[config.mk]
export PLATFORM = sky130hd
export DESIGN_NAME = wwd_top
export DESIGN_NICKNAME = d
export VERILOG_FILES = /design/src/wwd_top.v /design/src/wwd_sync.v /design/src/wwd_prescale.v
export VERILOG_INCLUDE_DIRS = /design/src
export SDC_FILE = /design/constraint.sdc
export NUM_CORES = 1
export LEC_CHECK = 0
export BUFFER_PORTS_ARGS = -buffer_cell sky130_fd_sc_hd__buf_4
export CORE_MARGIN = 5
export CORE_UTILIZATION = 39
export CTS_CLUSTER_DIAMETER = 80
export DETAILED_ROUTE_END_ITERATION = 10
export GPL_TIMING_DRIVEN = 0
export PLACE_DENSITY = 0.69
export SLEW_MARGIN = 20
export SYNTH_ARGS = -nofsm -noshare
export SYNTH_HDL_FRONTEND = slang
export SYNTH_SLANG_ARGS = --single-unit
[constraint.sdc]
create_clock -name sys_clk -period 12.95 [get_ports sys_clk]
set_input_delay 2.59 -clock sys_clk [delete_from_list [all_inputs] [get_ports sys_clk]]
set_output_delay 2.59 -clock sys_clk [all_outputs]
set_load 0.02 [all_outputs]
[src/wwd_defs.vh]
// Constants for the window watchdog: register map, field positions, reset values, timing.
// Assumes inclusion by bare name from the watchdog top-level source file.
// Overview of operation
// RL1: After reset the watchdog comes up running without any software action.
// RL2: The disable instruction stops counting and the enable instruction resumes it, at any time.
// RL3: If the counter overflows without a service, a reset request is raised.
// RL4: A service while the count is still below the window boundary is a fault and raises the reset request.
// RL5: The counter is 16 bits wide and counts upward toward overflow.
// RL6: The count clock is the system clock or the wake-up oscillator, divided by 16,384 or 256.
// RL7: Each accepted service loads the counter with the programmed reload value.
// RL8: The reset configuration gives a timeout of about 0.13 s from the 500 kHz wake-up oscillator.
// RL9: The window boundary is a programmable count; service is accepted at or past it and restarts the window.
`ifndef WWD_DEFS_VH
`define WWD_DEFS_VH

// Register byte offsets
`define WWD_OFS_CTRL        8'h00
`define WWD_OFS_RELOAD      8'h04
`define WWD_OFS_WINDOW      8'h08
`define WWD_OFS_COUNT       8'h0C
`define WWD_OFS_STATUS      8'h10
`define WWD_OFS_MASK        8'h14

// Control fields
`define WWD_CTRL_SRC_BIT    0
`define WWD_CTRL_PRE_BIT    1

// Status and mask fields
`define WWD_ST_OVF_BIT      0
`define WWD_ST_EARLY_BIT    1
`define WWD_ST_SVC_BIT      2
`define WWD_ST_W            3

// Count register fields
`define WWD_CNT_RUN_BIT     16

// Prescale factors
`define WWD_PRE_SLOW        16384
`define WWD_PRE_FAST        256

// Default timeout and the oscillator it is quoted for
`define WWD_DFLT_TIMEOUT_US 130000
`define WWD_WU_FREQ_KHZ     500
`define WWD_DFLT_TICKS      ((`WWD_DFLT_TIMEOUT_US * `WWD_WU_FREQ_KHZ / 1000 + `WWD_PRE_FAST / 2) / `WWD_PRE_FAST)
`define WWD_DFLT_RELOAD     (65536 - `WWD_DFLT_TICKS)

// Reset values
`define WWD_RST_SRC         1'b1
`define WWD_RST_PRE         1'b1
`define WWD_RST_WINDOW      16'h0000
`define WWD_RST_MASK        3'h0

// AXI responses
`define WWD_RESP_OKAY       2'b00
`define WWD_RESP_SLVERR     2'b10

`endif

[src/wwd_top.v]
// Window watchdog with AXI4-Lite register slave and interrupt.
// Assumes core instruction strobes on sys_clk; wake-up oscillator arrives as an asynchronous pin.
`timescale 1ns/1ns
`include "wwd_defs.vh"
module wwd_top
(
    sys_clk,
    rst,
    guard_off_instruction,
    guard_on_instruction,
    service_instruction,
    wakeup_osc_clk,
    reset_req,
    irq,
    s_axi_awaddr,
    s_axi_awvalid,
    s_axi_awready,
    s_axi_wdata,
    s_axi_wstrb,
    s_axi_wvalid,
    s_axi_wready,
    s_axi_bresp,
    s_axi_bvalid,
    s_axi_bready,
    s_axi_araddr,
    s_axi_arvalid,
    s_axi_arready,
    s_axi_rdata,
    s_axi_rresp,
    s_axi_rvalid,
    s_axi_rready
);
    input  wire        sys_clk;
    input  wire        rst;
    input  wire        guard_off_instruction;
    input  wire        guard_on_instruction;
    input  wire        service_instruction;
    input  wire        wakeup_osc_clk;
    output wire        reset_req;
    output wire        irq;
    input  wire [7:0]  s_axi_awaddr;
    input  wire        s_axi_awvalid;
    output wire        s_axi_awready;
    input  wire [31:0] s_axi_wdata;
    input  wire [3:0]  s_axi_wstrb;
    input  wire        s_axi_wvalid;
    output wire        s_axi_wready;
    output wire [1:0]  s_axi_bresp;
    output wire        s_axi_bvalid;
    input  wire        s_axi_bready;
    input  wire [7:0]  s_axi_araddr;
    input  wire        s_axi_arvalid;
    output wire        s_axi_arready;
    output wire [31:0] s_axi_rdata;
    output wire [1:0]  s_axi_rresp;
    output wire        s_axi_rvalid;
    input  wire        s_axi_rready;

    localparam [31:0]  DFLT_RELOAD32 = `WWD_DFLT_RELOAD;
    localparam [15:0]  DFLT_RELOAD   = DFLT_RELOAD32[15:0];
    localparam [15:0]  CNT_MAX       = 16'hFFFF;

    // Byte-lane merge of a write into a register image
    function [31:0] lane_merge;
        input [31:0] old_val;
        input [31:0] new_val;
        input [3:0]  strb;
        integer i;
        begin
            for (i = 0; i < 4; i = i + 1)
                lane_merge[i*8 +: 8] = strb[i] ? new_val[i*8 +: 8] : old_val[i*8 +: 8];
        end
    endfunction

    // Address decode shared by read and write paths
    function addr_hit;
        input [7:0] addr;
        begin
            addr_hit = (addr == `WWD_OFS_CTRL)   || (addr == `WWD_OFS_RELOAD) ||
                       (addr == `WWD_OFS_WINDOW) || (addr == `WWD_OFS_COUNT)  ||
                       (addr == `WWD_OFS_STATUS) || (addr == `WWD_OFS_MASK);
        end
    endfunction

    // Configuration and state
    reg                   src_wu_r;
    reg                   pre_fast_r;
    reg  [15:0]           reload_value_field_r;
    reg  [15:0]           window_r;
    reg  [15:0]           cnt_r;
    reg                   run_r;
    reg  [`WWD_ST_W-1:0]  status_r;
    reg  [`WWD_ST_W-1:0]  mask_r;
    reg                   reset_req_r;
    reg                   irq_r;

    // Bus slave state
    reg                   awready_r;
    reg                   wready_r;
    reg                   aw_full_r;
    reg                   w_full_r;
    reg  [7:0]            awaddr_r;
    reg  [31:0]           wdata_r;
    reg  [3:0]            wstrb_r;
    reg                   bvalid_r;
    reg  [1:0]            bresp_r;
    reg                   arready_r;
    reg                   rvalid_r;
    reg  [31:0]           rdata_r;
    reg  [1:0]            rresp_r;

    wire                  wu_edge;
    wire                  pre_tick;

    // Write channel bookkeeping; address and data accepted in either order
    wire                  aw_take = s_axi_awvalid & awready_r;
    wire                  w_take  = s_axi_wvalid & wready_r;
    wire                  aw_have = aw_full_r | aw_take;
    wire                  w_have  = w_full_r | w_take;
    wire                  do_wr   = aw_have & w_have & ~bvalid_r;
    wire [7:0]            wr_addr = aw_full_r ? awaddr_r : s_axi_awaddr;
    wire [31:0]           wr_data = w_full_r ? wdata_r : s_axi_wdata;
    wire [3:0]            wr_strb = w_full_r ? wstrb_r : s_axi_wstrb;
    wire                  bvalid_nxt = do_wr | (bvalid_r & ~s_axi_bready);
    wire                  aw_full_nxt = aw_have & ~do_wr;
    wire                  w_full_nxt  = w_have & ~do_wr;
    wire                  ar_take = s_axi_arvalid & arready_r;
    wire                  rvalid_nxt = ar_take | (rvalid_r & ~s_axi_rready);

    wire                  wr_ctrl   = do_wr & (wr_addr == `WWD_OFS_CTRL);
    wire                  wr_reload = do_wr & (wr_addr == `WWD_OFS_RELOAD);
    wire                  wr_window = do_wr & (wr_addr == `WWD_OFS_WINDOW);
    wire                  wr_status = do_wr & (wr_addr == `WWD_OFS_STATUS);
    wire                  wr_mask   = do_wr & (wr_addr == `WWD_OFS_MASK);

    wire [31:0]           ctrl_img = {30'h0000_0000, pre_fast_r, src_wu_r};
    wire [31:0]           ctrl_new = lane_merge(ctrl_img, wr_data, wr_strb);
    wire [31:0]           rel_new  = lane_merge({16'h0000, reload_value_field_r}, wr_data, wr_strb);
    wire [31:0]           win_new  = lane_merge({16'h0000, window_r}, wr_data, wr_strb);
    wire [31:0]           mask_new = lane_merge({29'h0000_0000, mask_r}, wr_data, wr_strb);
    wire [`WWD_ST_W-1:0]  st_clr   = wr_status & wr_strb[0] ? wr_data[`WWD_ST_W-1:0] : {`WWD_ST_W{1'b0}};

    // Watchdog events
    wire                  early_svc = service_instruction & (cnt_r < window_r); // RL4 RL9
    wire                  ok_svc    = service_instruction & ~early_svc;
    wire                  ovf       = run_r & pre_tick & (cnt_r == CNT_MAX); // RL3
    wire [`WWD_ST_W-1:0]  events;
    wire [`WWD_ST_W-1:0]  status_nxt;

    assign events[`WWD_ST_OVF_BIT]   = ovf;
    assign events[`WWD_ST_EARLY_BIT] = early_svc;
    assign events[`WWD_ST_SVC_BIT]   = ok_svc;
    // New events win over a simultaneous clear
    assign status_nxt = (status_r & ~st_clr) | events;

    wwd_sync u_wu_sync
    (
        .sys_clk    (sys_clk),
        .rst        (rst),
        .async_in   (wakeup_osc_clk),
        .rise_pulse (wu_edge)
    );

    // Divider is restarted by a service so every interval starts on a full tick
    wwd_prescale #(
        .SLOW (`WWD_PRE_SLOW),
        .FAST (`WWD_PRE_FAST),
        .W    (14)
    ) u_prescale
    (
        .sys_clk  (sys_clk),
        .rst      (rst),
        .clear    (service_instruction),
        .tick_in  (run_r & (src_wu_r ? wu_edge : 1'b1)), // RL6 RL2
        .fast_sel (pre_fast_r),
        .tick_out (pre_tick)
    );

    // Counter, run state and reset request
    always @(posedge sys_clk or posedge rst)
    begin
        if (rst)
        begin
            cnt_r       <= DFLT_RELOAD; // RL8
            run_r       <= 1'b1; // RL1
            reset_req_r <= 1'b0;
        end
        else
        begin
            // Enable takes precedence if both strobes arrive together
            if (guard_on_instruction)
                run_r <= 1'b1; // RL2
            else if (guard_off_instruction)
                run_r <= 1'b0; // RL2
            if (service_instruction)
                cnt_r <= reload_value_field_r; // RL7 RL9
            else if (ovf)
                cnt_r <= reload_value_field_r;
            else if (run_r & pre_tick)
                cnt_r <= cnt_r + 16'h0001; // RL5
            // Held until the reset logic resets this block
            if (ovf | early_svc)
                reset_req_r <= 1'b1; // RL3 RL4
        end
    end

    // Software-visible registers and interrupt
    always @(posedge sys_clk or posedge rst)
    begin
        if (rst)
        begin
            src_wu_r             <= `WWD_RST_SRC; // RL8
            pre_fast_r           <= `WWD_RST_PRE; // RL8
            reload_value_field_r <= DFLT_RELOAD; // RL8
            window_r             <= `WWD_RST_WINDOW;
            status_r             <= {`WWD_ST_W{1'b0}};
            mask_r               <= `WWD_RST_MASK;
            irq_r                <= 1'b0;
        end
        else
        begin
            if (wr_ctrl)
            begin
                src_wu_r   <= ctrl_new[`WWD_CTRL_SRC_BIT]; // RL6
                pre_fast_r <= ctrl_new[`WWD_CTRL_PRE_BIT]; // RL6
            end
            if (wr_reload)
                reload_value_field_r <= rel_new[15:0];
            if (wr_window)
                window_r <= win_new[15:0]; // RL9
            if (wr_mask)
                mask_r <= mask_new[`WWD_ST_W-1:0];
            status_r <= status_nxt;
            irq_r    <= |(status_nxt & mask_r);
        end
    end

    // AXI4-Lite write path
    always @(posedge sys_clk or posedge rst)
    begin
        if (rst)
        begin
            awready_r <= 1'b0;
            wready_r  <= 1'b0;
            aw_full_r <= 1'b0;
            w_full_r  <= 1'b0;
            awaddr_r  <= 8'h00;
            wdata_r   <= 32'h0000_0000;
            wstrb_r   <= 4'h0;
            bvalid_r  <= 1'b0;
            bresp_r   <= `WWD_RESP_OKAY;
        end
        else
        begin
            if (aw_take)
                awaddr_r <= s_axi_awaddr;
            if (w_take)
            begin
                wdata_r <= s_axi_wdata;
                wstrb_r <= s_axi_wstrb;
            end
            aw_full_r <= aw_full_nxt;
            w_full_r  <= w_full_nxt;
            bvalid_r  <= bvalid_nxt;
            awready_r <= ~aw_full_nxt & ~bvalid_nxt;
            wready_r  <= ~w_full_nxt & ~bvalid_nxt;
            if (do_wr)
                bresp_r <= addr_hit(wr_addr) ? `WWD_RESP_OKAY : `WWD_RESP_SLVERR;
        end
    end

    // AXI4-Lite read path
    always @(posedge sys_clk or posedge rst)
    begin
        if (rst)
        begin
            arready_r <= 1'b0;
            rvalid_r  <= 1'b0;
            rdata_r   <= 32'h0000_0000;
            rresp_r   <= `WWD_RESP_OKAY;
        end
        else
        begin
            rvalid_r  <= rvalid_nxt;
            arready_r <= ~rvalid_nxt;
            if (ar_take)
            begin
                rresp_r <= addr_hit(s_axi_araddr) ? `WWD_RESP_OKAY : `WWD_RESP_SLVERR;
                case (s_axi_araddr)
                    `WWD_OFS_CTRL:   rdata_r <= ctrl_img;
                    `WWD_OFS_RELOAD: rdata_r <= {16'h0000, reload_value_field_r};
                    `WWD_OFS_WINDOW: rdata_r <= {16'h0000, window_r};
                    `WWD_OFS_COUNT:  rdata_r <= {15'h0000, run_r, cnt_r};
                    `WWD_OFS_STATUS: rdata_r <= {29'h0000_0000, status_r};
                    `WWD_OFS_MASK:   rdata_r <= {29'h0000_0000, mask_r};
                    default:         rdata_r <= 32'h0000_0000;
                endcase
            end
        end
    end

    assign reset_req     = reset_req_r;
    assign irq           = irq_r;
    assign s_axi_awready = awready_r;
    assign s_axi_wready  = wready_r;
    assign s_axi_bresp   = bresp_r;
    assign s_axi_bvalid  = bvalid_r;
    assign s_axi_arready = arready_r;
    assign s_axi_rdata   = rdata_r;
    assign s_axi_rresp   = rresp_r;
    assign s_axi_rvalid  = rvalid_r;
endmodule // wwd_top

[src/wwd_sync.v]
// Three-stage synchroniser with an agreement filter and rising-edge pulse.
// Assumes an asynchronous input; output pulse is on the sys_clk domain.
`timescale 1ns/1ns
module wwd_sync
(
    sys_clk,
    rst,
    async_in,
    rise_pulse
);
    input  wire sys_clk;
    input  wire rst;
    input  wire async_in;
    output reg  rise_pulse;

    reg  [2:0] stage_r;
    reg        level_r;

    // Stage 0 feeds only stage 1; level moves once stages 1 and 2 agree
    always @(posedge sys_clk or posedge rst)
    begin
        if (rst)
        begin
            stage_r    <= 3'h0;
            level_r    <= 1'b0;
            rise_pulse <= 1'b0;
        end
        else
        begin
            stage_r    <= {stage_r[1:0], async_in};
            rise_pulse <= 1'b0;
            if (stage_r[1] == stage_r[2])
            begin
                level_r    <= stage_r[2];
                rise_pulse <= stage_r[2] & ~level_r;
            end
        end
    end
endmodule // wwd_sync

[src/wwd_prescale.v]
// Selectable prescaler: one output tick per SLOW or FAST input ticks.
// Assumes tick_in is a one-cycle strobe on sys_clk; clear restarts the phase.
`timescale 1ns/1ns
module wwd_prescale
#(
    parameter SLOW = 16384,
    parameter FAST = 256,
    parameter W    = 14
)
(
    sys_clk,
    rst,
    clear,
    tick_in,
    fast_sel,
    tick_out
);
    input  wire sys_clk;
    input  wire rst;
    input  wire clear;
    input  wire tick_in;
    input  wire fast_sel;
    output reg  tick_out;

    localparam integer SLOW_LAST_I = SLOW - 1;
    localparam integer FAST_LAST_I = FAST - 1;
    localparam [W-1:0] SLOW_LAST   = SLOW_LAST_I[W-1:0];
    localparam [W-1:0] FAST_LAST   = FAST_LAST_I[W-1:0];

    reg  [W-1:0] div_r;
    wire [W-1:0] last = fast_sel ? FAST_LAST : SLOW_LAST;

    always @(posedge sys_clk or posedge rst)
    begin
        if (rst)
        begin
            div_r    <= {W{1'b0}};
            tick_out <= 1'b0;
        end
        else
        begin
            tick_out <= 1'b0;
            if (clear)
                div_r <= {W{1'b0}};
            else if (tick_in)
            begin
                // Reaching or passing the limit covers a factor change mid-count
                if (div_r >= last)
                begin
                    div_r    <= {W{1'b0}};
                    tick_out <= 1'b1; // RL6
                end
                else
                    div_r <= div_r + {{(W-1){1'b0}}, 1'b1};
            end
        end
    end
endmodule // wwd_prescale

After elaboration in Yosys (flattened, before gate mapping)
Index checks and enable logic that the tools add are counted.

Output and inout port bits: 43. Input bits: 63. Register bits: 148.

$lt $le $gt $ge: 2. Eq/ne operators: 12. Multiplexer cells: 21. Reduce and logical (&&, ||, !) cells: 22. Bitwise gates (word level): 42. Add/sub/neg operators: 2.

Operators with widths (number): $pmux W17 S6 (1); $mux W16 (4); $mux W14 (4); $eq A8 B4 Y1 const B (4); $eq A8 B5 Y1 const B (4); $and A1 B1 Y1 (23); $add A16 B1 Y16 const B (1); $eq A16 B16 Y1 const B (1); $eq A8 B3 Y1 const B (2); $logic_not A8 Y1 (2); $lt A16 B16 Y1 (1); $add A14 B1 Y14 const B (1); $ge A14 B14 Y1 (1); $reduce_and A2 Y1 (6); $logic_or A1 B1 Y1 (10); $not A1 Y1 (10); $mux W8 (1); $mux W1 (7); $and A3 B3 Y3 (2); $mux W2 (3); $or A1 B1 Y1 (5); $reduce_bool A2 Y1 (2); $mux W3 (1); $not A3 Y3 (1); other kinds (4) (4).

Longest topological paths before layout
Depth in word-level cells: 12. Gate-level depth with buffers: 9.

By module
From an unflattened synthesis, not the netlist that was laid out.

Cells, all modules: 705. Area, all modules: 7011.7 µm².

Modules (own cells, without submodules): wwd_top (seq. area each 2803.9 µm², times used 1, cells each 586, area each 5870.6 µm²); wwd_prescale (seq. area each 375.4 µm², times used 1, cells each 111, area each 991.0 µm²); wwd_sync (seq. area each 125.1 µm², times used 1, cells each 8, area each 150.1 µm²).

Worst setup path before layout
No wires, ideal clock.

Path kind: input-to-reg. Start: input s_axi_awaddr[0]. End: register reload_value_field_r[10]. Library setup time: 0.082 ns. Required time: 12.868 ns. Arrival: 4.457 ns. Slack: 8.411 ns. Stages: 5. Path through: or4_4 a2111oi_4 nand2_2 nor3b_4 mux2_4.

Word-level cells in the longest chain between the ends: 4.

Ends and longest elaborated chain: start, declared (line wwd_top.v:41) `input wire [7:0] s_axi_awaddr;`; $mux W8 (line wwd_top.v:121) `wire [7:0] wr_addr = aw_full_r ? awaddr_r : s_axi_awaddr;`; $eq A8 B3 Y1 (no source line); $and A1 B1 Y1 (line wwd_top.v:131) `` wire wr_reload = do_wr & (wr_addr == `WWD_OFS_RELOAD); ``; $reduce_and A2 Y1 (no source line); end signal, assigned (line wwd_top.v:228) `reload_value_field_r <= rel_new[15:0];`; end, declared (line wwd_top.v:88) `reg [15:0] reload_value_field_r;`.

Every way passes these cells. A chain may end at the register's enable or synchronous reset.

Worst setup path in the final report
Start: input s_axi_araddr[1]. End: register rdata_r[2], in the netlist s_axi_rdata[2].

Word-level cells in the longest chain between the ends: 2. Elaborated cells on any way between the ends: 7. Those cells by class: eq/ne: 5; mux: 1; reduce/logical: 1.

Ends and longest elaborated chain: start, declared (line wwd_top.v:51) `input wire [7:0] s_axi_araddr;`; $eq A8 B5 Y1 (tied with other cells) (line wwd_top.v:289) `case (s_axi_araddr)`; $pmux W17 S6 * (line wwd_top.v:289); end signal, assigned (line wwd_top.v:290) `` `WWD_OFS_CTRL: rdata_r <= ctrl_img; ``; end signal, assigned (line wwd_top.v:291) `` `WWD_OFS_RELOAD: rdata_r <= {16'h0000, reload_value_field_r}; ``; end signal, assigned (line wwd_top.v:292) `` `WWD_OFS_WINDOW: rdata_r <= {16'h0000, window_r}; ``; end, declared (line wwd_top.v:109) `reg [31:0] rdata_r;`.

Every way passes the cells marked *; elsewhere a longest branch is shown, timed or not.

==> summary.md <==
| Metric | Value |
|---|---|
| Nets | `837` |
| Post-route ant nets | `0` |
| Row count | `between 40 and 50` |
| Largest area contributor in the netlist | `dfrtp_1` |
| Slowest stage delay, CP | `roughly 0.65 ns` |
| Startpoint types | `input pin` |
| Critical path peak fanout | `10` |
| CTS tree | `yes` |
| Sequential Power Share | `0.398` |
| Drt via density | `approximately 5.2` |
| Post-Synthesis Cells | `~650` |
| Post-CTS setup buffer count | `0` |
| Crit Reg-Reg Startpoint | `pre_fast_r` |
| Clock network power share | `0.394` |
| Die width | `143 um` |
| RSZ-0062 raised after global routing | `false` |
| Die Y | `~140 um` |
| Worst R2R Path Depth | `9` |
| CP max stage cell | `nor4_2` |
| Reg-to-Reg End | `u_prescale.div_r[10]` |
| Vias | `5191` |
| CP arrival | `roughly 5.1 ns` |
| Switching share of power | `0.275` |
| Top cell type's share of synthesized area | `0.400` |
| Initial Util | `0.398` |
| Number of buffers created by CTS | `17` |
| Cts hold-fix bufs | `0` |
| PortBufs | `70` |
| Wire per inst | `16.7 um` |
| Slew Viols, Final | `0` |
| Initial antenna violation count | `0` |
| Iter 0 DRT Violations | `293` |
| Seq/Total Area, Yosys | `0.480` |
| Worst path cell trace | `buf_4 -> or4_1 -> nor4_2 -> clkbuf_1 -> nand2_1 -> nand3_1 -> a21oi_1 -> o31ai_1` |
| Avg Cell Area, Syn | `10.7 um2` |
| Adder-cell share of the synthesized area | `0.0433` |
| Power consumption | `between 1 and 1.5 mW` |
| Largest net degree at the start of global routing | `between 60 and 70` |
| Clock latency on the worst-skew pair | `0.42 ns` |
| WP data required | `13.26 ns` |
| Synth warn | `0` |
| Mapped Area | `slightly below 7000 um2` |
| Share of flip-flops with an asynchronous set or reset | `1.00` |
| HP Start | `u_wu_sync.stage_r[0]` |
| GRT Total Usage | `0.167` |
| Routed WL | `between 15 and 20 mm` |
| EDFF count, synth | `0` |
| Final min period | `4.74 ns` |
| Core Box Area | `17300 um2` |
| Netlist cell types | `69` |
| Largest family of logic cells by synthesized area | `compound AO/OA/AOI/OAI gates` |
| Type of the worst min-delay path | `register to register` |
| P_sw | `0.368 mW` |
| Post_cts resized | `0` |
| Worst-path clk slew | `0.06 ns` |
| Final setup viols | `0` |
| CTS Root Cell | `clkbuf_16` |
| DR DRC count | `0` |
| Status | `finished, final reports clean` |
| H-Tree Depth | `4` |
| Synth Area in Compound Gates | `0.152` |
| MaxCap Viol Count | `0` |
| Fmax | `0.211 GHz` |
| Sink Count | `~130` |
| Seq cells post-synth | `about 130` |
| Peak VDD IR | `between 100 and 150 uV` |
| Internal | `0.972 mW` |
| Synth Area in Simple Gates | `0.123` |
| Pwr/cell area | `between 150 and 200 nW/um2` |
| Top cells by area, synth | `dfrtp_1 (40%), mux2_2 (12%), dfstp_2 (8.0%), ha_1 (4.2%), nand2_1 (3.7%)` |
| Combinational group share of total power | `0.209` |
| First-pass GRT wire length | `26.9 mm` |
| XOR/XNOR share of the synthesized area | `0.00382` |
| Register-to-register setup slack | `9.99 ns` |
| Clk_skew | `0.00577 ns` |
| Most frequent cells in the layout | `dfrtp_1 (110), buf_4 (89), mux2_2 (76)` |
| Hold depth | `0` |
| Slew HR | `0.375` |
| Crit share post-route | `0.366` |
| Io pins | `106` |
| GRT overflow | `0` |
| Vias in the first global route | `about 5200` |
| CTS Buffer Depth | `2` |
| Worst Setup End Kind | `register` |
| Routability cong. | `0.906` |
| Syn-to-layout area delta | `22.6%` |
| Fin Setup TNS | `0 ns` |
| Diodes inserted | `0` |
| Critical path type | `input pin to register` |
| Die area | `20400 um2` |
| Hold Fails Final Rpt | `0` |
| Post-synthesis mux area share | `0.148` |
| Static Leakage | `3.71 nW` |
| Post-DP HPWL | `12.2 mm` |
| Layout cells sized above 1 | `0.322` |
| Drt first pass iters | `7` |
| Dominant synthesized flop cell | `dfrtp_1` |
| Hold Path End | `u_wu_sync.stage_r[1]` |
| Worst-Margin Slew | `0.935 ns` |
| Most common cell after layout, fill and taps aside | `dfrtp_1` |
## worst max-delay path: cells and delay by family
kind	cells	cell delay (ns)
buf+inv	2	0.66
simple gates	4	1.44
compound gates	2	0.35
## final cells by class
cell class              instances  area (um2)
plain buffers                  41         240
repair buffers                 71         553
fillers                      1620        8860
clock inverters                12         204
clock buffers                  20         447
well taps                     225         282
multi-input cells             462        3300
inverters                      27         109
flip-flops and latches        131        3300
## sequential cells by signal (all words and copies together) (netlist names), 2 cells and up
name and cells:
s_axi_rdata 17, cnt_r 16, reload_value_field_r 16, wdata_r 16
window_r 16, u_prescale.div_r 14, awaddr_r 8, mask_r 3
status_r 3, u_wu_sync.stage_r 3, wstrb_r 2
## how the worst max path moves through the flow
stage	from	end	cells after the start
finish	s_axi_araddr[1]	s_axi_rdata[2]	8
global route	s_axi_araddr[1]	s_axi_rdata[2]	8
CTS	s_axi_araddr[1]	s_axi_rdata[2]	8
detailed placement	s_axi_araddr[1]	s_axi_rdata[11]	7
global placement	rst	awaddr_r[1]	2
floorplan	rst	aw_full_r	1
## stage by stage
stage	setup slack, ns	std cells	hold slack (ns)	utilization	cell area [um2]
after floorplan	6.90	661	0.331	-	6940
after global placement	5.27	956	0.335	0.448	7750
after detailed placement	7.82	957	0.341	0.450	7790
after CTS	8.26	989	0.355	0.488	8440
after global routing	8.10	989	0.367	0.488	8440
final	8.21	989	0.352	0.488	8440
## synth_stat cells, types with 3 or more instances
cell type	number
a21o_1	3
mux2_2	76
mux2i_1	4
a22oi_1	10
nand2_1	67
inv_1	27
xnor2_1	3
nand2b_1	6
o21ai_0	39
dfrtp_1	110
o22ai_1	4
dfstp_2	21
ha_1	23
clkbuf_1	16
nand3_1	15
mux2_4	8
nor3_1	16
a21oi_1	45
nand4_1	6
buf_4	19
a31oi_1	10
and3_1	4
nor2_1	31
nor2b_1	5
a22o_1	24
## metal layers
layer	share of wire	global-route usage
met2	0.46	0.258
met1	0.48	0.231
met4	0.011	0.0495
met3	0.052	0.0455
met5	0	0
## power by group through the flow
stage / Combinational, mW / Sequential [mW] / Clock [mW]
2_1_floorplan: 0.204 / 0.532 / 0
6_report: 0.279 / 0.533 / 0.528
3_3_place_gp: 0.274 / 0.535 / 0
3_5_place_dp: 0.282 / 0.538 / 0
4_1_cts: 0.284 / 0.532 / 0.537
5_1_grt: 0.311 / 0.541 / 0.555
## cell families (layout without fill, tap and decap cells)
| kind of cell | count (synthesis) | in the layout |
|---|---|---|
| simple gates | 172 | 172 |
| buf+inv | 68 | 171 |
| compound gates | 158 | 158 |
| flops | 131 | 131 |
| mux | 88 | 88 |
| other cells | 1 | 17 |
| xor+xnor | 3 | 3 |
| fa+ha+maj | 24 | 24 |
(Power assumes the default switching activity.)
